[src/otd_pkg.sv]
package otd_pkg;

  // Byte offsets; each register takes one aligned word.
  localparam logic [7:0] OFF_CMP_A_HI      = 8'h00;
  localparam logic [7:0] OFF_CMP_A_LO      = 8'h04;
  localparam logic [7:0] OFF_CMP_B_HI      = 8'h08;
  localparam logic [7:0] OFF_CMP_B_LO      = 8'h0C;
  localparam logic [7:0] OFF_QUEUE_HI      = 8'h10;
  localparam logic [7:0] OFF_QUEUE_LO      = 8'h14;
  localparam logic [7:0] OFF_CONTROL       = 8'h18;
  localparam logic [7:0] OFF_TRIGGER_CFG   = 8'h1C;
  localparam logic [7:0] OFF_STATUS        = 8'h20;

  // Control register bit positions.
  localparam int CTL_ARM_BIT    = 7;
  localparam int CTL_BRK_EN_BIT = 6;
  localparam int CTL_TAG_BIT    = 5;
  localparam int CTL_A_DIR_EN   = 3;
  localparam int CTL_A_DIR_VAL  = 2;
  localparam int CTL_B_DIR_EN   = 1;
  localparam int CTL_B_DIR_VAL  = 0;

  // Trigger configuration register bit positions; mode field sits in bits 3..0.
  localparam int TCF_EXEC_QUAL_BIT = 7;
  localparam int TCF_BEGIN_BIT     = 6;
  localparam int TCF_MODE_MSB      = 3;

  // Status register bit positions; entry count sits in bits 3..0.
  localparam int STS_A_FLAG_BIT = 7;
  localparam int STS_B_FLAG_BIT = 6;
  localparam int STS_RUN_BIT    = 5;

  // Reset values.
  localparam logic [7:0]  CONTROL_RST     = 8'h00;
  localparam logic [7:0]  TRIGGER_CFG_RST = 8'h00;
  localparam logic [15:0] CMP_RST         = 16'h0000;

  // Trigger mode encodings of the 4-bit mode field.
  localparam logic [3:0] MODE_A_ONLY       = 4'h0;
  localparam logic [3:0] MODE_A_OR_B       = 4'h1;
  localparam logic [3:0] MODE_A_THEN_B     = 4'h2;
  localparam logic [3:0] MODE_EVENT_B      = 4'h3;
  localparam logic [3:0] MODE_A_THEN_EVT_B = 4'h4;
  localparam logic [3:0] MODE_A_AND_B_DATA = 4'h5;
  localparam logic [3:0] MODE_A_NOT_B_DATA = 4'h6;
  localparam logic [3:0] MODE_INSIDE       = 4'h7;
  localparam logic [3:0] MODE_OUTSIDE      = 4'h8;

  // Change-of-flow kinds reported by the CPU core.
  localparam logic [1:0] COF_COND_TAKEN = 2'h0;
  localparam logic [1:0] COF_UNCOND     = 2'h1;
  localparam logic [1:0] COF_INDIRECT   = 2'h2;
  localparam logic [1:0] COF_DEST       = 2'h3;

  // Queue geometry and capture pipeline holdoff.
  localparam int         QUEUE_DEPTH    = 8;
  localparam int         COUNT_W        = 4;
  localparam int         TRACK_DEPTH    = 4;
  localparam logic [1:0] HOLDOFF_CYCLES = 2'h2;

  // Run state of the capture engine.
  typedef enum logic [1:0] {RUN_IDLE, RUN_WAIT, RUN_CAPTURE} otd_run_t;

endpackage

[src/otd_debug_trace.sv]
`timescale 1ns/100ps
`default_nettype none
// What this block does
// - Eight-deep queue captures addresses or data bytes.
// - Two 16-bit comparators with direction qualification.
// - Execution qualification triggers only on executed opcodes.
// - Greater/less magnitude tests for range modes.
// - Background controller accesses never produce matches.
// - A on address; B on address or data.
// - Full modes use write bus if A qualifies write.
// - Match breaks, stores data, starts or stops trace.
// - Queue reports valid count; host does dummy reads.
// - High byte first; low byte read shifts queue.
// - Event modes store bytes, low read shifts.
// - Flow changes at start trigger plus two skipped.
// - End trace stores triggering flow change last.
// - Unarmed low read pushes last fetched opcode address.
// - Taken conditional branch stores branch opcode address.
// - Indirect jump and call store computed destination.
// - Interrupt and returns store destination address.
// - Force break lets instruction finish first.
// - Tag break marks opcode entering instruction queue.
// - Separate execution tracking for each comparator.
// - Mode field picks nine modes; begin chooses.
// - Arm sets run flag, clears flags, count.
module otd_debug_trace
  import otd_pkg::*;
(
  input  wire logic        i_sys_clk,
  input  wire logic        i_reset,
  // Classic Wishbone slave.
  input  wire logic        i_wb_cyc,
  input  wire logic        i_wb_stb,
  input  wire logic        i_wb_we,
  input  wire logic [7:0]  i_wb_adr,
  input  wire logic [3:0]  i_wb_sel,
  input  wire logic [31:0] i_wb_dat,
  output logic             o_wb_ack,
  output logic      [31:0] o_wb_dat,
  // CPU core side, same clock.
  input  wire logic        i_cpu_bus_valid,
  input  wire logic [15:0] i_cpu_addr,
  input  wire logic        i_cpu_read,
  input  wire logic [7:0]  i_cpu_rd_data,
  input  wire logic [7:0]  i_cpu_wr_data,
  input  wire logic        i_bdc_access,
  input  wire logic        i_opcode_fetch,
  input  wire logic        i_opcode_exec,
  input  wire logic        i_queue_flush,
  input  wire logic [15:0] i_opcode_addr,
  input  wire logic        i_cof_valid,
  input  wire logic [1:0]  i_cof_kind,
  input  wire logic [15:0] i_index_pair,
  input  wire logic [15:0] i_cof_dest,
  // Breakpoint requests to the CPU core and the registered run flag.
  output logic             o_brk_force,
  output logic             o_brk_tag,
  output logic             o_run_active
);

  // Software-visible configuration and flags, then internal capture state.
  logic [15:0] cmp_a;                  // Comparator A value.
  logic [15:0] cmp_b;                  // Comparator B value.
  logic [7:0]  control;                // Break, tag and direction controls; arm bit unused here.
  logic [7:0]  trigger_config_reg;     // Execution select, begin and mode.
  logic        run_active_flag;        // The run is armed.
  logic        a_flag;                 // Comparator A has matched since arming.
  logic        b_flag;                 // Comparator B has matched since arming.
  otd_run_t    run_state;              // Capture engine state.
  logic [1:0]  holdoff;                // Bus cycles still skipped after a begin trigger.
  logic [15:0] last_fetch_addr;        // Address of the most recently fetched opcode.

  // Field views.
  logic [3:0]  trigger_mode_field;
  logic        exec_qualify_select;
  logic        begin_sel;
  logic        cmp_a_dir_qual_en;
  logic        cmp_a_dir_value;
  logic        cmp_b_dir_qual_en;
  logic        cmp_b_dir_value;
  logic        brk_en;
  logic        brk_tag_sel;

  assign trigger_mode_field  = trigger_config_reg[TCF_MODE_MSB:0];
  assign exec_qualify_select = trigger_config_reg[TCF_EXEC_QUAL_BIT];
  assign begin_sel           = trigger_config_reg[TCF_BEGIN_BIT];
  assign cmp_a_dir_qual_en   = control[CTL_A_DIR_EN];
  assign cmp_a_dir_value     = control[CTL_A_DIR_VAL];
  assign cmp_b_dir_qual_en   = control[CTL_B_DIR_EN];
  assign cmp_b_dir_value     = control[CTL_B_DIR_VAL];
  assign brk_en              = control[CTL_BRK_EN_BIT];
  assign brk_tag_sel         = control[CTL_TAG_BIT];

  // Bus decode. Writes and pops act at the edge where the master sees ack.
  logic       bus_req;
  logic       bus_done;
  logic       wr_lane;
  logic [5:0] word;
  logic       wr_cmp_a_hi;
  logic       wr_cmp_a_lo;
  logic       wr_cmp_b_hi;
  logic       wr_cmp_b_lo;
  logic       wr_control;
  logic       wr_trigger;
  logic       rd_queue_lo;
  logic       arm_write;
  logic       disarm_write;

  assign bus_req      = i_wb_cyc && i_wb_stb;
  assign bus_done     = bus_req && o_wb_ack;
  assign wr_lane      = bus_done && i_wb_we && i_wb_sel[0];
  assign word         = i_wb_adr[7:2];
  assign wr_cmp_a_hi  = wr_lane && word == OFF_CMP_A_HI[7:2];
  assign wr_cmp_a_lo  = wr_lane && word == OFF_CMP_A_LO[7:2];
  assign wr_cmp_b_hi  = wr_lane && word == OFF_CMP_B_HI[7:2];
  assign wr_cmp_b_lo  = wr_lane && word == OFF_CMP_B_LO[7:2];
  assign wr_control   = wr_lane && word == OFF_CONTROL[7:2];
  assign wr_trigger   = wr_lane && word == OFF_TRIGGER_CFG[7:2];
  // The high byte read has no side effect; only a finished low byte read shifts.
  assign rd_queue_lo  = bus_done && !i_wb_we && word == OFF_QUEUE_LO[7:2];
  assign arm_write    = wr_control && i_wb_dat[CTL_ARM_BIT];
  assign disarm_write = wr_control && !i_wb_dat[CTL_ARM_BIT];

  // Mode classes.
  logic event_mode;
  logic full_mode;
  assign event_mode = trigger_mode_field == MODE_EVENT_B || trigger_mode_field == MODE_A_THEN_EVT_B;
  assign full_mode  = trigger_mode_field == MODE_A_AND_B_DATA || trigger_mode_field == MODE_A_NOT_B_DATA;

  // Comparators. Every background-controller access is masked out.
  logic       cmp_enable;
  logic       dir_ok_a;
  logic       dir_ok_b;
  logic [7:0] data_sel;
  logic       eq_a;
  logic       eq_b;
  logic       eq_b_data;
  logic       ge_a;
  logic       le_b;
  logic       cond_a;
  logic       cond_b;

  assign cmp_enable = i_cpu_bus_valid && !i_bdc_access;
  assign dir_ok_a   = !cmp_a_dir_qual_en || i_cpu_read == cmp_a_dir_value;
  assign dir_ok_b   = !cmp_b_dir_qual_en || i_cpu_read == cmp_b_dir_value;
  // Direction value zero means write, so a write-qualified A selects the write bus.
  assign data_sel   = (cmp_a_dir_qual_en && !cmp_a_dir_value) ? i_cpu_wr_data : i_cpu_rd_data;
  assign eq_a       = i_cpu_addr == cmp_a;
  assign eq_b       = i_cpu_addr == cmp_b;
  assign eq_b_data  = data_sel == cmp_b[7:0];
  assign ge_a       = i_cpu_addr >= cmp_a;
  assign le_b       = i_cpu_addr <= cmp_b;

  // Primary condition per comparator; the range and full modes fold into A.
  assign cond_a = cmp_enable && dir_ok_a &&
                  (trigger_mode_field == MODE_INSIDE ? ge_a && le_b :
                   trigger_mode_field == MODE_OUTSIDE ? !ge_a || !le_b :
                   trigger_mode_field == MODE_A_AND_B_DATA ? eq_a && eq_b_data :
                   trigger_mode_field == MODE_A_NOT_B_DATA ? eq_a && !eq_b_data : eq_a);
  assign cond_b = cmp_enable && dir_ok_b && !full_mode && eq_b;

  // Execution tracking, one tracker per comparator so both can be in flight.
  logic hit_a;
  logic hit_b;
  logic qual_a;
  logic qual_b;

  otd_opcode_tracker #(.DEPTH(TRACK_DEPTH)) u_track_a (
    .i_sys_clk (i_sys_clk),
    .i_reset   (i_reset),
    .i_fetch   (i_opcode_fetch),
    .i_match   (cond_a),
    .i_exec    (i_opcode_exec),
    .i_flush   (i_queue_flush),
    .o_hit     (hit_a)
  );

  otd_opcode_tracker #(.DEPTH(TRACK_DEPTH)) u_track_b (
    .i_sys_clk (i_sys_clk),
    .i_reset   (i_reset),
    .i_fetch   (i_opcode_fetch),
    .i_match   (cond_b),
    .i_exec    (i_opcode_exec),
    .i_flush   (i_queue_flush),
    .o_hit     (hit_b)
  );

  assign qual_a = exec_qualify_select ? hit_a : cond_a;
  assign qual_b = exec_qualify_select ? hit_b : cond_b;

  // Trigger per mode; the sequence modes need A seen first.
  logic trigger;
  assign trigger = run_active_flag &&
                   ((trigger_mode_field == MODE_A_OR_B) ? qual_a || qual_b :
                    (trigger_mode_field == MODE_A_THEN_B ||
                     trigger_mode_field == MODE_A_THEN_EVT_B) ? qual_b && a_flag :
                    (trigger_mode_field == MODE_EVENT_B) ? qual_b : qual_a);

  // Change-of-flow address selection; unconditional branches store nothing.
  logic        cof_store;
  logic [15:0] cof_addr;
  assign cof_store = i_cof_valid && i_cof_kind != COF_UNCOND;
  assign cof_addr  = (i_cof_kind == COF_COND_TAKEN) ? i_opcode_addr :
                     (i_cof_kind == COF_INDIRECT) ? i_index_pair : i_cof_dest;

  // Queue push source. Event modes keep only the data byte in the low half.
  logic        end_trace;
  logic        capturing;
  logic        push;
  logic [15:0] push_data;
  logic        queue_full;
  logic [15:0] queue_head;
  logic [COUNT_W-1:0] valid_entry_count;

  // Event modes always run as begin traces, whatever the begin control says.
  assign end_trace  = !begin_sel && !event_mode;
  assign capturing  = run_state == RUN_CAPTURE && holdoff == 2'h0;
  assign queue_full = valid_entry_count == COUNT_W'(QUEUE_DEPTH);
  // A flow change on the start trigger or within the holdoff is lost to the pipeline.
  assign push = !run_active_flag ? rd_queue_lo :
                event_mode ? trigger :
                end_trace ? cof_store :
                capturing && cof_store;
  assign push_data = !run_active_flag ? last_fetch_addr :
                     event_mode ? {8'h00, data_sel} : cof_addr;

  otd_trace_queue #(.DEPTH(QUEUE_DEPTH), .WIDTH(16), .CW(COUNT_W)) u_queue (
    .i_sys_clk     (i_sys_clk),
    .i_reset       (i_reset),
    .i_clear_count (arm_write),
    .i_push        (push),
    .i_push_data   (push_data),
    .i_pop         (rd_queue_lo),
    .o_head        (queue_head),
    .o_count       (valid_entry_count)
  );

  // Run control: arming starts a run, which ends on its trigger, a full queue or a disarm.
  logic run_end;
  assign run_end = disarm_write ||
                   (end_trace && trigger) ||
                   (!end_trace && queue_full && run_state == RUN_CAPTURE);

  // Run flag and state; arming clears the match flags and the count.
  always_ff @(posedge i_sys_clk)
  begin
    if (i_reset)
    begin
      run_active_flag <= 1'b0;
      run_state       <= RUN_IDLE;
    end
    else if (arm_write)
    begin
      run_active_flag <= 1'b1;
      run_state       <= RUN_WAIT;
    end
    else if (run_active_flag && run_end)
    begin
      run_active_flag <= 1'b0;
      run_state       <= RUN_IDLE;
    end
    else if (run_state == RUN_WAIT && !end_trace && !event_mode && trigger)
      run_state <= RUN_CAPTURE;
    else if (run_state == RUN_WAIT && event_mode)
      run_state <= RUN_CAPTURE;
  end

  // Skip window after a begin trigger, counted in CPU bus cycles.
  always_ff @(posedge i_sys_clk)
  begin
    if (i_reset || arm_write)
      holdoff <= 2'h0;
    else if (run_state == RUN_WAIT && !end_trace && !event_mode && trigger)
      holdoff <= HOLDOFF_CYCLES;
    else if (holdoff != 2'h0 && i_cpu_bus_valid)
      holdoff <= holdoff - 2'h1;
  end

  // Sticky match flags; a match in the arming cycle survives the clear only when re-arming an active run.
  always_ff @(posedge i_sys_clk)
  begin
    if (i_reset)
    begin
      a_flag <= 1'b0;
      b_flag <= 1'b0;
    end
    else
    begin
      a_flag <= (run_active_flag && qual_a) || (a_flag && !arm_write);
      b_flag <= (run_active_flag && qual_b) || (b_flag && !arm_write);
    end
  end

  // Remember the last fetched opcode address for profiling.
  always_ff @(posedge i_sys_clk)
  begin
    if (i_reset)
      last_fetch_addr <= 16'h0000;
    else if (i_opcode_fetch)
      last_fetch_addr <= i_cpu_addr;
  end

  // Configuration registers, written one byte at a time on lane 0.
  always_ff @(posedge i_sys_clk)
  begin
    if (i_reset)
    begin
      cmp_a              <= CMP_RST;
      cmp_b              <= CMP_RST;
      control            <= CONTROL_RST;
      trigger_config_reg <= TRIGGER_CFG_RST;
    end
    else
    begin
      if (wr_cmp_a_hi)
        cmp_a[15:8] <= i_wb_dat[7:0];
      if (wr_cmp_a_lo)
        cmp_a[7:0] <= i_wb_dat[7:0];
      if (wr_cmp_b_hi)
        cmp_b[15:8] <= i_wb_dat[7:0];
      if (wr_cmp_b_lo)
        cmp_b[7:0] <= i_wb_dat[7:0];
      if (wr_control)
        control <= i_wb_dat[7:0];
      if (wr_trigger)
        trigger_config_reg <= i_wb_dat[7:0];
    end
  end

  // Breakpoint requests, one-cycle pulses; the core finishes or tags as its kind says.
  always_ff @(posedge i_sys_clk)
  begin
    if (i_reset)
    begin
      o_brk_force <= 1'b0;
      o_brk_tag   <= 1'b0;
    end
    else
    begin
      o_brk_force <= brk_en && !brk_tag_sel && trigger;
      o_brk_tag   <= brk_en && brk_tag_sel && trigger && i_opcode_fetch;
    end
  end

  // Read multiplexer; unmapped words read as zero.
  logic [7:0] rd_byte;
  logic [7:0] status;
  logic [7:0] control_view;
  assign status = {a_flag, b_flag, run_active_flag, 1'b0, valid_entry_count};
  assign control_view = {run_active_flag, control[6:0]};
  assign rd_byte = (word == OFF_CMP_A_HI[7:2])    ? cmp_a[15:8] :
                   (word == OFF_CMP_A_LO[7:2])    ? cmp_a[7:0] :
                   (word == OFF_CMP_B_HI[7:2])    ? cmp_b[15:8] :
                   (word == OFF_CMP_B_LO[7:2])    ? cmp_b[7:0] :
                   (word == OFF_QUEUE_HI[7:2])    ? queue_head[15:8] :
                   (word == OFF_QUEUE_LO[7:2])    ? queue_head[7:0] :
                   (word == OFF_CONTROL[7:2])     ? control_view :
                   (word == OFF_TRIGGER_CFG[7:2]) ? trigger_config_reg :
                   (word == OFF_STATUS[7:2])      ? status : 8'h00;

  // Bus answer one cycle after the request; data latched with ack.
  always_ff @(posedge i_sys_clk)
  begin
    if (i_reset)
    begin
      o_wb_ack     <= 1'b0;
      o_wb_dat     <= 32'h00000000;
      o_run_active <= 1'b0;
    end
    else
    begin
      o_wb_ack     <= bus_req && !o_wb_ack;
      o_wb_dat     <= {24'h000000, rd_byte};
      o_run_active <= run_active_flag;
    end
  end

endmodule
`default_nettype wire

[src/otd_trace_queue.sv]
`timescale 1ns/100ps
`default_nettype none
// Shift-register capture queue: new words enter at the tail, the head is the read port.
module otd_trace_queue
  import otd_pkg::*;
#(
  parameter int DEPTH = QUEUE_DEPTH,
  parameter int WIDTH = 16,
  parameter int CW    = COUNT_W
)(
  input  wire logic             i_sys_clk,
  input  wire logic             i_reset,
  input  wire logic             i_clear_count,
  input  wire logic             i_push,
  input  wire logic [WIDTH-1:0] i_push_data,
  input  wire logic             i_pop,
  output logic      [WIDTH-1:0] o_head,
  output logic      [CW-1:0]    o_count
);

  logic [WIDTH-1:0] chain [DEPTH+1];   // Entry i takes chain[i+1] on a shift.
  logic             shift;             // Both a push and a pop move every entry one place.
  logic [CW-1:0]    next_count;        // Valid-word count after this edge.

  // A pop alone shifts in zero, which is why a part-filled queue needs dummy reads.
  assign shift        = i_push | i_pop;
  assign chain[DEPTH] = i_push ? i_push_data : '0;
  assign o_head       = chain[0];

  // Count saturates at the depth; a push and a pop together leave it alone.
  assign next_count = i_clear_count ? '0 :
                      (i_push && !i_pop && o_count != CW'(DEPTH)) ? o_count + 1'b1 :
                      (i_pop && !i_push && o_count != '0) ? o_count - 1'b1 : o_count;

  genvar g;
  generate
    for (g = 0; g < DEPTH; g++)
    begin : g_entry
      // Each entry reloads from its neighbour toward the tail on a shift.
      always_ff @(posedge i_sys_clk)
      begin
        if (i_reset)
          chain[g] <= '0;
        else if (shift)
          chain[g] <= chain[g+1];
      end
    end
  endgenerate

  // Count register.
  always_ff @(posedge i_sys_clk)
  begin
    if (i_reset)
      o_count <= '0;
    else
      o_count <= next_count;
  end

endmodule
`default_nettype wire

[src/otd_opcode_tracker.sv]
`timescale 1ns/100ps
`default_nettype none
// Follows a match mark through the instruction queue and reports it only on execution.
module otd_opcode_tracker
  import otd_pkg::*;
#(
  parameter int DEPTH = TRACK_DEPTH
)(
  input  wire logic i_sys_clk,
  input  wire logic i_reset,
  input  wire logic i_fetch,
  input  wire logic i_match,
  input  wire logic i_exec,
  input  wire logic i_flush,
  output logic      o_hit
);

  localparam int CW = $clog2(DEPTH + 1);

  logic          tag [DEPTH+1];   // Mark per queued opcode; tag[DEPTH] is a constant zero.
  logic [CW-1:0] cnt;             // Opcodes currently held in the queue.
  logic          pop;             // The head opcode executes this cycle.
  logic          push;            // A fetched opcode enters this cycle.
  logic [CW-1:0] push_idx;        // Slot the fetched opcode lands in after any pop.

  assign tag[DEPTH] = 1'b0;
  assign pop        = i_exec && cnt != '0;
  assign push       = i_fetch && (cnt != CW'(DEPTH) || pop);
  assign push_idx   = pop ? cnt - 1'b1 : cnt;
  // A flush also masks a hit from the head in the same cycle, so discarded marks never report.
  assign o_hit      = pop && tag[0] && !i_flush;

  genvar g;
  generate
    for (g = 0; g < DEPTH; g++)
    begin : g_slot
      // A slot takes the new mark, moves toward the head on execution, or holds.
      always_ff @(posedge i_sys_clk)
      begin
        if (i_reset || i_flush)
          tag[g] <= 1'b0;
        else if (push && push_idx == CW'(g))
          tag[g] <= i_match;
        else if (pop)
          tag[g] <= tag[g+1];
      end
    end
  endgenerate

  // Occupancy follows fetches and executions; a flush empties the queue.
  always_ff @(posedge i_sys_clk)
  begin
    if (i_reset || i_flush)
      cnt <= '0;
    else
      cnt <= cnt + CW'(push) - CW'(pop);
  end

endmodule
`default_nettype wire

[config.mk]
export PLATFORM = sky130hd
export DESIGN_NAME = otd_debug_trace
export DESIGN_NICKNAME = d
export VERILOG_FILES = /design/src/otd_pkg.sv /design/src/otd_debug_trace.sv /design/src/otd_trace_queue.sv /design/src/otd_opcode_tracker.sv
export SDC_FILE = /design/constraint.sdc
export NUM_CORES = 1
export LEC_CHECK = 0
export BUFFER_PORTS_ARGS = -buffer_cell sky130_fd_sc_hd__buf_2
export CORE_ASPECT_RATIO = 1.5
export CORE_UTILIZATION = 45
export DETAILED_ROUTE_END_ITERATION = 8
export PLACE_DENSITY = 0.65
export SLEW_MARGIN = 20
export SYNTH_ARGS = -nofsm -noshare
export SYNTH_HDL_FRONTEND = slang
export SYNTH_SLANG_ARGS = --single-unit
[constraint.sdc]
create_clock -name i_sys_clk -period 8.9 [get_ports i_sys_clk]
set_clock_uncertainty 0.15 [all_clocks]
set_input_delay 0.445 -clock i_sys_clk [delete_from_list [all_inputs] [get_ports i_sys_clk]]
set_output_delay 0.445 -clock i_sys_clk [all_outputs]
set_load 0.05 [all_outputs]
# Word level (Yosys, flattened, before mapping)

Cells that the tools add are included.
W data, S select, Z words.

Muxes and demuxes: 55
Eq/ne operators: 35
Reduce and logical (&&, ||, !) cells: 128
Bitwise gates (word level): 1
Order comparisons: 2
$add $sub $neg: 9

Operators with widths:

| operator             | number |
|---|---|
| $mux W16             | 5 |
| $mux W8              | 10 |
| $logic_and A1 B1 Y1  | 69 |
| $eq A16 B16 Y1       | 2 |
| $mux W1              | 32 |
| $reduce_bool A2 Y1   | 13 |
| $eq A6 B3 Y1 const B | 4 |
| $logic_not A1 Y1     | 19 |
| $eq A4 B3 Y1 const B | 4 |
| $ge A16 B16 Y1       | 1 |
| $le A16 B16 Y1       | 1 |
| $logic_or A1 B1 Y1   | 15 |
| $eq A3 B2 Y1 const B | 4 |
| $eq A6 B2 Y1 const B | 2 |
| $eq A4 B2 Y1 const B | 2 |
| $eq A4 B4 Y1 const B | 2 |
| $eq A8 B8 Y1         | 1 |
| $mux W2              | 4 |
| $mux W4              | 2 |
| $reduce_bool A4 Y1   | 2 |
| $add A3 B1 Y3        | 2 |
| $eq A3 B1 Y1 const B | 2 |
| $eq A6 B1 Y1 const B | 1 |
| $eq A6 B4 Y1 const B | 1 |
| other kinds (20)     | 30 |

Input bits: 138
Register bits: 252
Output and inout bits: 36

# Longest topological paths before layout

Gate-level depths: netlist of run 1.

Word-level depth: 23
Depth in mapped cells: 16
Gate-level depth less buffers: 16

# Hierarchy

Synthesis of run 1 repeated with hierarchy kept, for this count alone.

Cells, all modules: 1439
Area, all modules: 11624.9 um2

Modules (own cells, without submodules):

| module             | area an instance (um2) | instances | cells each |
|---|---|---|---|
| otd_debug_trace    | 5700.5                 | 1         | 714 |
| otd_trace_queue    | 4858.4                 | 1         | 605 |
| otd_opcode_tracker | 533.0                  | 2         | 60 |

# Worst setup path after synthesis of run 1

OpenSTA, ideal clock, no wires.

Kind: input to register
From: input port i_cpu_addr[3]
To: register u_queue.o_count[3]
Slack: 5137 ps
Arrival time: 3522 ps
Data required time: 8659 ps
Cell stages on the path: 14
Path through: ha_1 -> nand4_1 -> or4_4 -> nand3b_4 -> a31o_4 -> o21ai_4 -> nand4_1 -> ha_1 -> a21o_1 -> a21oi_1 -> nand2_1 -> o32ai_1 -> a21oi_1 -> a311oi_1

Cells in the longest elaborated chain, start to end: 18
Elaborated cells between the ends (all ways): 33

RTL lines:

| what                                                                    | line                   | text |
|---|---|---|
| from (decl)                                                             | otd_debug_trace.sv:42  | `input wire logic [15:0] i_cpu_addr,` |
| parallel branches: the longest is 10 deep, another holds $ge A16 B16 Y1 | n/a                    |  |
| $mux W1 (*)                                                             | otd_debug_trace.sv:194 | `((trigger_mode_field == MODE_A_OR_B) ? qual_a \|\| qual_b :` |
| $logic_and A1 B1 Y1 (*)                                                 | otd_debug_trace.sv:193 | `assign trigger = run_active_flag &&` |
| $mux W1 (*)                                                             | otd_debug_trace.sv:221 | `event_mode ? trigger :` |
| $mux W1 (*)                                                             | otd_debug_trace.sv:220 | `assign push = !run_active_flag ? rd_queue_lo :` |
| $logic_not A1 Y1                                                        | otd_trace_queue.sv:33  | `(i_pop && !i_push && o_count != '0) ? o_count - 1'b1 : o_count;` |
| $logic_and A1 B1 Y1 (2 in series)                                       | otd_trace_queue.sv:33  |  |
| $reduce_bool A2 Y1 (no line)                                            | n/a                    |  |
| to (signal assigned)                                                    | otd_trace_queue.sv:56  | `o_count <= next_count;` |
| to (decl)                                                               | otd_trace_queue.sv:18  | `output logic [CW-1:0] o_count` |

Mark *: on every way between the ends.
A chain may end at the register's enable or synchronous reset.

# Worst setup path in the final report of run 1

From: register cmp_b[7]
To: register u_queue.chain[108] (netlist name)

Cells in the longest elaborated chain, start to end: 16
Elaborated cells between the ends (all ways): 26

RTL lines:

| what                                                                    | line                   | text |
|---|---|---|
| from (decl)                                                             | otd_debug_trace.sv:63  | `logic [15:0] cmp_b;` |
| from (signal assigned)                                                  | otd_debug_trace.sv:322 | `cmp_b[7:0] <= i_wb_dat[7:0];` |
| parallel branches: the longest is 11 deep, another holds $le A16 B16 Y1 | n/a                    |  |
| $mux W1 (*)                                                             | otd_debug_trace.sv:194 |  |
| $logic_and A1 B1 Y1 (*)                                                 | otd_debug_trace.sv:193 |  |
| $mux W1 (*)                                                             | otd_debug_trace.sv:221 |  |
| $mux W1 (*)                                                             | otd_debug_trace.sv:220 |  |
| $or A1 B1 Y1 (*)                                                        | otd_trace_queue.sv:26  | `assign shift = i_push \| i_pop;` |
| to (signal, indexed assignment)                                         | otd_trace_queue.sv:45  | `chain[g] <= chain[g+1];` |
| to (decl)                                                               | otd_trace_queue.sv:21  | `logic [WIDTH-1:0] chain [DEPTH+1];` |

Marks and branches as above.

==> results of run 1 <==
## Yosys cell counts, types with 5 or more instances
master                      instances
sky130_fd_sc_hd__dfxtp_1          228
sky130_fd_sc_hd__nand2_1          227
sky130_fd_sc_hd__nor2_1           108
sky130_fd_sc_hd__mux2i_1          104
sky130_fd_sc_hd__nand2_2           83
sky130_fd_sc_hd__a21oi_2           80
sky130_fd_sc_hd__a21oi_1           69
sky130_fd_sc_hd__inv_1             57
sky130_fd_sc_hd__clkbuf_1          51
sky130_fd_sc_hd__ha_1              43
sky130_fd_sc_hd__o21ai_0           28
sky130_fd_sc_hd__buf_4             24
sky130_fd_sc_hd__nand3_1           21
sky130_fd_sc_hd__a31oi_1           20
sky130_fd_sc_hd__buf_2             20
sky130_fd_sc_hd__xor2_1            15
sky130_fd_sc_hd__nor2b_1           14
sky130_fd_sc_hd__nor3_1            13
sky130_fd_sc_hd__xnor2_1           11
sky130_fd_sc_hd__buf_12             9
sky130_fd_sc_hd__nand4_1            9
sky130_fd_sc_hd__o31ai_1            9
sky130_fd_sc_hd__a211oi_1           8
sky130_fd_sc_hd__a2bb2oi_1          8
sky130_fd_sc_hd__a221oi_1           7
sky130_fd_sc_hd__nand2b_1           6
sky130_fd_sc_hd__a21o_1             5
sky130_fd_sc_hd__nor4_1             5
## power by group
group	total, W	internal [W]	switching [W]
Sequential	0.00104	0.00103	0.00000720
Combinational	0.000230	0.0000791	0.000151
Clock	0.000927	0.000538	0.000389
Total	0.00220	0.00165	0.000547
## logic make-up (layout without fill, tap and decap cells)
kind of cell | Yosys count | count (layout) | synth area share, %
XOR/XNOR | 26 | 26 | 1.90
multiplexers | 107 | 107 | 9.15
buffers and inverters | 168 | 229 | 7.57
other | 1 | 24 | 0.0313
adder cells (fa/ha/maj) | 46 | 46 | 4.99
AND/OR/NAND/NOR | 515 | 515 | 20.3
flip-flops | 228 | 228 | 38.1
AO/OA/AOI/OAI | 291 | 291 | 18.0
## area by class of cell
type	count	share of cell area, %
well taps	333	3.15
multi-input cells	1009	50.1
repair buffers	130	5.18
flip-flops and latches	228	34.5
clock inverters	5	0.378
inverters	59	1.67
clock buffers	35	5.00
## path summary, 6_finish.rpt
check / slack, ps / to / from / cells past startpoint
worst min register to register: 300 / o_wb_ack$_SDFF_PP0_ / o_wb_ack$_SDFF_PP0_ / 1
worst max register to register: 4370 / u_queue.chain[108]$_SDFFE_PP0P_ / cmp_b[7]$_SDFFE_PP0P_ / 12
worst max-delay path: 4370 / u_queue.chain[108]$_SDFFE_PP0P_ / cmp_b[7]$_SDFFE_PP0P_ / 12
worst min-delay path: 10 / o_wb_ack$_SDFF_PP0_ / i_wb_stb / 3
## metal layers
metal / global-route usage, % / routed length (um) / vias up
met5: 0 / 0 / -
met4: 12.2 / 1650 / 0
met3: 2.36 / 1350 / 77
met2: 40.5 / 15500 / 238
met1: 26.0 / 12000 / 4575
li1: - / - / 4831
## worst min-delay path, cell delays in order
cell and delay (ps):
sky130_fd_sc_hd__buf_2 100, sky130_fd_sc_hd__nand2_1 50, sky130_fd_sc_hd__nor3_1 30
## through the flow
step                hold slack, ps  cell area [sq um]  cells  utilization [%]
finish                        13.6              13200   1799             51.0
global route                  14.5              13200   1799             51.0
CTS                           2.60              13200   1799             51.0
detailed placement             293              12500   1759             48.2
global placement               274              12500   1759             48.2
floorplan                      275              12100   1405                -
==> qor.txt, run 1 <==
area of the die = 27,300 sq um
clock latency reported for the late side of the worst-skew pair = 510 ps
# diodes = 0
count of routing violations after the opening detailed-route iteration = 586
Synth area leaders = sky130_fd_sc_hd__dfxtp_1 38%, sky130_fd_sc_hd__mux2i_1 8.7%, sky130_fd_sc_hd__nand2_1 7.1%
PnR Total Power = 0.00220 W
average wire length per cell after detail routing = 17.0 um
category of the worst setup path launch point = flip-flop
status = completed
Net count, final = 1,635
sink count of the clock tree = 228
time the worst path needs with I/O delays and setup = 4530 ps
# resized after CTS = 0
CP cell instances = inv_1 > ha_1 > nand4_1 > or4_4 > nand3b_4 > a31o_4 > o21ai_4 > nand2_2 > nand2_4 > buf_4 > nand2_1 > a21oi_1
max-slew violations = 0
wirelength, routed = 30.5 mm
buffer and inverter count on the worst path = 2
cell family with most CP delay = simple AND/OR/NAND/NOR gates
number of rows in the core area = 72
Port Buffers = 120
final count of hold timing violations = 0
global-route wire length before repair = 48.6 mm
sum of overflow across all layers after global routing = 0
number of vias after detailed routing = 9,721
CP endpoint kind = flip-flop
horizontal extent of the die = 135 um
number of different library cells in the post-synthesis netlist = 81
share of Yosys cell area claimed by the top area cell type = 38.1%
commonest cells after routing, fill and taps aside = 228 x sky130_fd_sc_hd__dfxtp_1, 227 x sky130_fd_sc_hd__nand2_1, 119 x sky130_fd_sc_hd__buf_2
slowest stage cell on the critical path = sky130_fd_sc_hd__buf_4
number of flip-flops and latches in the synthesized netlist = 228
IR Drop Worst-Case VDD = 123 uV
post-placement worst setup slack = 4330 ps
leading cell type in the layout, fill and taps excluded = sky130_fd_sc_hd__dfxtp_1
type of the worst setup path = flip-flop to flip-flop
TritonCTS clock tree = yes
clock edge transition at the registers on the reported setup and hold paths = 60 ps
Root Buffer = sky130_fd_sc_hd__clkbuf_16
detailed-placement wirelength estimate = 22.4 mm
detailed-router iteration count before antenna repair = 5
setup violators final = 0
# IOs = 174
antenna violations before repair = 0
remaining routing DRC violations = 0
via count of the first global-routing pass = 9,299
min setup slack post-route = 4370 ps
H-tree Lvls = 1
number of inserted filler cells in the final layout = 2,482
CP Max Fanout = 75
die height = 202 um
Most flops, register = u_queue.chain
layout cells sized above 1 = 24.2%
Worst Hold Class = primary input to flip-flop
pin count of the biggest net entering global routing = 107
area growth from synthesis to layout = 10.3%
Largest stage delay, worst path = 890 ps
number of flip-flops in the largest register = 112
main flop type after synthesis = sky130_fd_sc_hd__dfxtp_1
upper clock frequency limit = 0.221 GHz
unrepaired setup endpoints after global routing = false
post-route fraction of the period consumed by the critical path = 50.9%
Max-Slew Margin vs Limit = 26.7%
starting density of the core = 46.2%
area occupied by multi-input gates = 6630 sq um
number of buffers created by CTS = 23
cell taking the most area after synthesis = sky130_fd_sc_hd__dfxtp_1
area occupied by registers = 4560 sq um
Synth warnings = 0
setup TNS = 0 ps
post-detailed-route via-to-cell ratio = 5.40
Bufs on Longest Clock Path = 3
number of flops mapped to enable cells by yosys = 0
post-synthesis cell area = 12,000 sq um
hold-fix buffer count after cts = 0
total global routing track utilization = 22.6%
worst path arrival time = 4800 ps
max-cap viol count = 0
Required @ worst endpoint = 9170 ps
Setup Buffers After CTS = 0
number of nets with antenna violations after detailed routing = 0
final RePlAce weighted congestion = 0.946
post-synthesis area per instance = 8.68 sq um
slew at the pin closest to its max-slew limit = 1090 ps
Pleak = 4.86 nW
share of async-settable or async-resettable flops after synthesis = 0%
fraction of the yosys area taken by sequential cells = 38.1%
power density of the placed cells = 166 nW/um^2
CORE AREA = 25,900 sq um
number of instances in the synthesized netlist = 1,382
No activity file was read; power rests on OpenSTA's default activity.
==> run 2: changes to the inputs <==
==> constraint.sdc (replaced) <==
create_clock -name i_sys_clk -period 4.6 [get_ports i_sys_clk]
set_clock_uncertainty 0.15 [all_clocks]
set_input_delay 0.23 -clock i_sys_clk [delete_from_list [all_inputs] [get_ports i_sys_clk]]
set_output_delay 0.23 -clock i_sys_clk [all_outputs]
set_load 0.05 [all_outputs]
==> run 2 against run 1 <==
  * Via count grew 2.2%
  * Largest power group unchanged
  * Clock power increased by 110%
  * Sequential power rose by 93%
==> qor.txt, run 2 (synthesized netlist as in run 1, its figures left out) <==
Setup Buffers After CTS = 0 (unchanged)
power density of the placed cells = 322 nW/um^2 (+94%)
Most flops, register = u_queue.chain
status = completed
remaining routing DRC violations = 0 (unchanged)
detailed-router iteration count before antenna repair = 5 (unchanged)
post-route fraction of the period consumed by the critical path = 90.5% (+40 points)
Worst Hold Class = primary input to flip-flop
antenna violations before repair = 1 (+1)
total global routing track utilization = 23.7% (+1.0 points)
upper clock frequency limit = 0.240 GHz (+8.7%)
die height = 202 um (unchanged)
detailed-placement wirelength estimate = 22.9 mm (+1.9%)
wirelength, routed = 31.9 mm (+4.4%)
post-placement worst setup slack = 476 ps (-3850 ps)
Net count, final = 1,668 (+2.0%)
horizontal extent of the die = 135 um (unchanged)
area growth from synthesis to layout = 13.7%
H-tree Lvls = 1 (unchanged)
cell family with most CP delay = compound AO/OA/AOI/OAI gates
max-slew violations = 0 (unchanged)
buffer and inverter count on the worst path = 1 (-1)
number of rows in the core area = 72 (unchanged)
category of the worst setup path launch point = flip-flop
count of routing violations after the opening detailed-route iteration = 746 (+27%)
number of nets with antenna violations after detailed routing = 0 (unchanged)
Largest stage delay, worst path = 600 ps (-290 ps)
Max-Slew Margin vs Limit = 37.0% (+10 points)
starting density of the core = 46.2% (unchanged)
commonest cells after routing, fill and taps aside = 228 x sky130_fd_sc_hd__dfxtp_1, 227 x sky130_fd_sc_hd__nand2_1, 119 x sky130_fd_sc_hd__buf_2
sink count of the clock tree = 228 (unchanged)
area of the die = 27,300 sq um (unchanged)
slowest stage cell on the critical path = sky130_fd_sc_hd__or4_4
setup TNS = 0 ps (unchanged)
max-cap viol count = 0 (unchanged)
CP endpoint kind = flip-flop
Port Buffers = 120 (unchanged)
Root Buffer = sky130_fd_sc_hd__clkbuf_16
CP Max Fanout = 5 (-93%)
TritonCTS clock tree = yes
final RePlAce weighted congestion = 0.954 (+0.90%)
DP Area = 12,600 sq um (+0.86%)
CP cell instances = inv_1 > ha_1 > nand4_1 > or4_4 > nand3b_4 > a31o_4 > o21ai_4 > nand4_1 > ha_1 > a21o_1 > a21oi_1 > nand2_1 > o32ai_1 > a21oi_1 > a311oi_1
# IOs = 174 (unchanged)
time the worst path needs with I/O delays and setup = 4160 ps (-364 ps)
type of the worst setup path = flip-flop to flip-flop
number of flip-flops in the largest register = 112 (unchanged)
setup violators final = 0 (unchanged)
number of vias after detailed routing = 9,931 (+2.2%)
clock edge transition at the registers on the reported setup and hold paths = 60 ps (about the same)
Bufs on Longest Clock Path = 3 (unchanged)
post-detailed-route via-to-cell ratio = 5.42 (+0.32%)
clock latency reported for the late side of the worst-skew pair = 530 ps (+20 ps)
unrepaired setup endpoints after global routing = false
leading cell type in the layout, fill and taps excluded = sky130_fd_sc_hd__dfxtp_1
sum of overflow across all layers after global routing = 0 (unchanged)
min setup slack post-route = 437 ps (-3940 ps)
cell area after layout = 13,600 sq um (+3.1%)
slew at the pin closest to its max-slew limit = 940 ps (-150 ps)
global-route wire length before repair = 50.6 mm (+4.1%)
final count of hold timing violations = 0 (unchanged)
Pleak = 5.04 nW (+3.6%)
pin count of the biggest net entering global routing = 112 (+4.7%)
number of buffers created by CTS = 23 (unchanged)
average wire length per cell after detail routing = 17.4 um (+2.5%)
CORE AREA = 25,900 sq um (unchanged)
IR Drop Worst-Case VDD = 307 uV (+150%)
Required @ worst endpoint = 4880 ps (-4290 ps)
worst path arrival time = 4440 ps (-360 ps)
via count of the first global-routing pass = 9,578 (+3.0%)
layout cells sized above 1 = 24.3% (+0.084 points)
## run 2: worst register-to-register path, cell delays in order (launching register included)
cell	delay, ps
sky130_fd_sc_hd__dfxtp_1	460
sky130_fd_sc_hd__inv_1	80
sky130_fd_sc_hd__ha_1	310
sky130_fd_sc_hd__nand4_1	200
sky130_fd_sc_hd__or4_4	600
sky130_fd_sc_hd__nand3b_4	190
sky130_fd_sc_hd__a31o_4	290
sky130_fd_sc_hd__o21ai_4	150
sky130_fd_sc_hd__nand4_1	200
sky130_fd_sc_hd__ha_1	360
sky130_fd_sc_hd__a21o_1	180
sky130_fd_sc_hd__a21oi_1	220
sky130_fd_sc_hd__nand2_1	100
sky130_fd_sc_hd__o32ai_1	240
sky130_fd_sc_hd__a21oi_1	110
sky130_fd_sc_hd__a311oi_1	250
## run 2: path summary, 6_finish.rpt
kind	startpoint	end	slack, ps	depth (start not counted)
setup / recovery	cmp_b[7]$_SDFFE_PP0P_	u_queue.o_count[3]$_SDFFE_PP0P_	440	15
hold / removal	i_cof_dest[13]	u_queue.chain[29]$_SDFFE_PP0P_	50	5
setup reg to reg	cmp_b[7]$_SDFFE_PP0P_	u_queue.o_count[3]$_SDFFE_PP0P_	440	15
hold reg to reg	o_wb_ack$_SDFF_PP0_	o_wb_ack$_SDFF_PP0_	300	1
## run 2: layout make-up
class                           instances  area (sq um)
Multi-Input combinational cell       1009          6650
Tap cell                              333           417
Antenna cell                            1          2.50
Timing Repair Buffer                  163          1030
Sequential cell                       228          4560
Fill cell                            2451         12300
Inverter                               59           221
Clock buffer                           33           663
Clock inverter                          6          86.3
## run 2: where the power goes
part	internal (W)	switching (W)	total [W]
logic	0.000171	0.000299	0.000470
registers	0.00200	0.0000144	0.00201
clock network	0.00111	0.000802	0.00191
total	0.00328	0.00112	0.00439
## run 2: per-stage QoR
stage	hold WS (ps)	std cells	total power (W)	utilization, %
floorplan	198	1405	0.00237	-
detailed placement	291	1766	0.00250	48.6
global placement	275	1766	0.00250	48.6
global route	87.8	1832	0.00455	52.6
finish	53.8	1832	0.00439	52.6
CTS	49.1	1831	0.00442	52.5
## run 2: repair_timing
| action | CTS | global route |
|---|---|---|
| hold endpoints to repair | 65 | 0 |
| hold buffers | 26 | 0 |
| gates resized for setup | 0 | 0 |
## run 2: metal layers
metal / wire [um] / vias to the layer above / GRT usage, %
li1: - / 4892 / -
met1: 12600 / 4665 / 27.1
met2: 15600 / 281 / 41.1
met3: 1630 / 93 / 2.93
met4: 2030 / 0 / 14.9
met5: 0 / - / 0
==> run 3: changes to the inputs <==
--- a/config.mk
+++ b/config.mk
@@ -5,11 +5,12 @@
 export SDC_FILE = /design/constraint.sdc
 export NUM_CORES = 1
 export LEC_CHECK = 0
+export ABC_AREA = 1
 export BUFFER_PORTS_ARGS = -buffer_cell sky130_fd_sc_hd__buf_2
 export CORE_ASPECT_RATIO = 1.5
 export CORE_UTILIZATION = 45
 export DETAILED_ROUTE_END_ITERATION = 8
-export PLACE_DENSITY = 0.65
+export PLACE_DENSITY = 0.66
 export SLEW_MARGIN = 20
 export SYNTH_ARGS = -nofsm -noshare
 export SYNTH_HDL_FRONTEND = slang
==> run 3 against run 2 <==
  * Critical endpoint unchanged
  * Critical path depth is 7 higher
  * Sequential power hardly changed
  * First-iteration DRC count is 1.9% higher
  * Sequential share of layout area is 1.7 points higher
  * Die area is 5.1% lower
  * Utilization is 0.21 points higher
  * Synthesized cell count is 13% higher
  * Synthesized area is 5.2% lower
  * Wire length is 2.2% higher
  * Sequential cell count stayed put
  * Register-to-register slack better by 200 ps
==> qor.txt, run 3 <==
sum of overflow across all layers after global routing = 0 (unchanged)
top post-synthesis cells by count = 251 x sky130_fd_sc_hd__nand2_1, 228 x sky130_fd_sc_hd__dfxtp_1, 220 x sky130_fd_sc_hd__a21oi_1, 172 x sky130_fd_sc_hd__nand3_1, 163 x sky130_fd_sc_hd__inv_1
number of flip-flops in the largest register = 112 (unchanged)
Required @ worst endpoint = 4850 ps (-30 ps)
cell taking the most area after synthesis = sky130_fd_sc_hd__dfxtp_1
Synth warnings = 0 (unchanged)
switching part of the total power = 25.2% (-0.18 points)
number of nets with antenna violations after detailed routing = 0 (unchanged)
Pleak = 4.94 nW (-1.9%)
worst path arrival time = 4220 ps (-220 ps)
Max-Slew Margin vs Limit = 29.7% (-7.3 points)
Internal Dissipation = 0.00319 W (-2.8%)
unrepaired setup endpoints after global routing = false
Clk network pwr share = 42.6% (-0.9 points)
setup TNS = 0 ps (unchanged)
Port Buffers = 120 (unchanged)
Worst Hold Class = primary input to flip-flop
remaining routing DRC violations = 0 (unchanged)
number of flops mapped to enable cells by yosys = 0 (unchanged)
starting density of the core = 46.2% (about the same)
top-count cell post-synth = sky130_fd_sc_hd__nand2_1
setup violators final = 0 (unchanged)
total global routing track utilization = 24.9% (+1.2 points)
average wire length per cell after detail routing = 16.3 um (-6.4%)
H-tree Lvls = 1 (unchanged)
fraction of the yosys area taken by sequential cells = 40.2% (+2.1 points)
final count of hold timing violations = 0 (unchanged)
CP Max Fanout = 5 (unchanged)
routed length on met1 = 13.5 mm (+7.7%)
post-detailed-route via-to-cell ratio = 5.34 (-1.5%)
number of buffers created by CTS = 23 (unchanged)
Root Buffer = sky130_fd_sc_hd__clkbuf_16
leading cell type in the layout, fill and taps excluded = sky130_fd_sc_hd__nand2_1
category of the worst setup path launch point = flip-flop
layout cells sized above 1 = 13.8% (-11 points)
number of different library cells in the post-synthesis netlist = 43 (-47%)
post-synthesis cell area = 11,400 sq um (-5.2%)
Net count, final = 1,847 (+11%)
detailed-router iteration count before antenna repair = 6 (+1)
# IOs = 174 (unchanged)
global-route wire length before repair = 51.7 mm (+2.1%)
post-synthesis area per instance = 7.30 sq um (-16%)
antenna violations before repair = 0 (-1)
Most flops, register = u_queue.chain
main flop type after synthesis = sky130_fd_sc_hd__dfxtp_1
met3 WL = 1.45 mm (-11%)
area of the die = 25,900 sq um (-5.1%)
combinational share of power = 10.3% (-0.4 points)
share of async-settable or async-resettable flops after synthesis = 0% (unchanged)
via count of the first global-routing pass = 9,965 (+4.0%)
CP endpoint kind = flip-flop
detailed-placement wirelength estimate = 23.3 mm (+2.2%)
time the worst path needs with I/O delays and setup = 3970 ps (-197 ps)
clock latency reported for the late side of the worst-skew pair = 520 ps (about the same)
Met2 Routed Length = 16.2 mm (+3.9%)
count of routing violations after the opening detailed-route iteration = 760 (+1.9%)
commonest cells after routing, fill and taps aside = 251 x sky130_fd_sc_hd__nand2_1, 227 x sky130_fd_sc_hd__dfxtp_1, 220 x sky130_fd_sc_hd__a21oi_1
power density of the placed cells = 328 nW/um^2 (+1.9%)
pin count of the biggest net entering global routing = 106 (-5.4%)
number of flip-flops and latches in the synthesized netlist = 228 (unchanged)
share of Yosys cell area claimed by the top area cell type = 40.2% (+2.1 points)
max-cap viol count = 0 (unchanged)
horizontal extent of the die = 132 um (-2.6%)
number of rows in the core area = 70 (-2.8%)
CORE AREA = 24,600 sq um (-5.1%)
DR top layer = met4
die height = 197 um (-2.6%)
post-route fraction of the period consumed by the critical path = 86.2% (-4.3 points)
IR Drop Worst-Case VDD = 226 uV (-26%)
final RePlAce weighted congestion = 0.944 (-1.0%)
clock edge transition at the registers on the reported setup and hold paths = 60 ps (about the same)
Synth area leaders = sky130_fd_sc_hd__dfxtp_1 40%, sky130_fd_sc_hd__a21oi_1 9.7%, sky130_fd_sc_hd__nand2_1 8.3%
slew at the pin closest to its max-slew limit = 1050 ps (+115 ps)
max-slew violations = 0 (unchanged)
net load switching power = 0.00107 W (-3.7%)
min setup slack post-route = 633 ps (+197 ps)
status = completed
post-placement worst setup slack = 636 ps (+160 ps)
Bufs on Longest Clock Path = 3 (unchanged)
type of the worst setup path = flip-flop to flip-flop
area growth from synthesis to layout = 14.3%
number of vias after detailed routing = 10,700 (+7.6%)
sink count of the clock tree = 228 (unchanged)
# diodes = 0 (-1)
# resized after CTS = 0 (unchanged)
Hold Worst Slack = 24.7 ps (-29.2 ps)
TritonCTS clock tree = yes
upper clock frequency limit = 0.252 GHz (+5.0%)
number of instances in the synthesized netlist = 1,556 (+13%)
wirelength, routed = 32.6 mm (+2.2%)
part of the total power dissipated in sequential elements = 47.2% (+1.4 points)
-- run 3: worst paths after layout --
path                                            start                               to  slack, ps  cells past startpoint
worst max-delay path            cmp_b[8]$_SDFFE_PP0P_  u_queue.o_count[3]$_SDFFE_PP0P_        630                     22
worst min-delay path                    i_cpu_addr[2]  last_fetch_addr[2]$_SDFFE_PP0P_         20                      3
worst max register to register  cmp_b[8]$_SDFFE_PP0P_  u_queue.o_count[3]$_SDFFE_PP0P_        630                     22
worst min register to register    o_wb_ack$_SDFF_PP0_              o_wb_ack$_SDFF_PP0_        300                      1
-- run 3: cell type report --
type	count	area, sq um
Clock buffer	33	653
Clock inverter	5	52.6
Fill cell	2471	11600
Inverter	168	632
Multi-Input combinational cell	1076	5630
Sequential cell	228	4570
Tap cell	324	405
Timing Repair Buffer	166	1050
-- run 3: layer usage --
layer  up-vias  track usage (%)
met5         -                0
met4         0             10.8
met3        79             3.11
met2       269             44.7
met1      4944             29.6
li1       5392                -
-- run 3: kinds of logic (layout without fill, tap and decap cells) --
kind of cell / after synthesis / after routing / share of synthesized area (%)
adders and majority gates: 46 / 46 / 5.26
other: 1 / 24 / 0.0330
DFF: 228 / 228 / 40.2
AOI/OAI and AO/OA: 407 / 407 / 20.2
buffers and inverters: 275 / 372 / 11.1
and+or+nand+nor: 594 / 594 / 22.9
xor gates and xnor gates: 5 / 5 / 0.385
-- run 3: worst max-delay path, cell delays in order (launching register included) --
cell and delay [ps]:
sky130_fd_sc_hd__dfxtp_1 300, sky130_fd_sc_hd__inv_1 100, sky130_fd_sc_hd__ha_1 310, sky130_fd_sc_hd__nand4_1 120, sky130_fd_sc_hd__nor3_1 270, sky130_fd_sc_hd__nand2_1 190, sky130_fd_sc_hd__inv_1 80, sky130_fd_sc_hd__o2111ai_1 260
sky130_fd_sc_hd__o21bai_1 280, sky130_fd_sc_hd__inv_1 80, sky130_fd_sc_hd__nand2_1 60, sky130_fd_sc_hd__nand2_1 50, sky130_fd_sc_hd__nand2_2 120, sky130_fd_sc_hd__nand3_2 100, sky130_fd_sc_hd__nand2_2 120, sky130_fd_sc_hd__nand3_1 190
sky130_fd_sc_hd__ha_1 380, sky130_fd_sc_hd__nand2_1 70, sky130_fd_sc_hd__nand2_1 40, sky130_fd_sc_hd__a31oi_1 200, sky130_fd_sc_hd__nand4_1 150, sky130_fd_sc_hd__a21oi_1 150, sky130_fd_sc_hd__nor2_1 60
-- run 3: power groups by stage --
stage,clock (W),sequential (W),combinational (W)
floorplan,0,0.00205,0.000292
global placement,0,0.00205,0.000408
detailed placement,0,0.00205,0.000415
CTS,0.00185,0.00201,0.000436
global route,0.00193,0.00201,0.000491
finish,0.00181,0.00201,0.000438
-- run 3: timing repair --
item,CTS,global route
hold endpoints to repair,43,0
hold buffers,29,0
buffers inserted,0,0
-- run 3: through the flow --
stage | instances | instance area (sq um) | total power (W) | util (%)
finish | 2000 | 13000 | 0.00426 | 52.8
global route | 2000 | 13000 | 0.00443 | 52.8
CTS | 2000 | 13000 | 0.00429 | 52.8
detailed placement | 1933 | 12000 | 0.00247 | 48.7
global placement | 1933 | 12000 | 0.00246 | 48.7
floorplan | 1579 | 11500 | 0.00235 | -
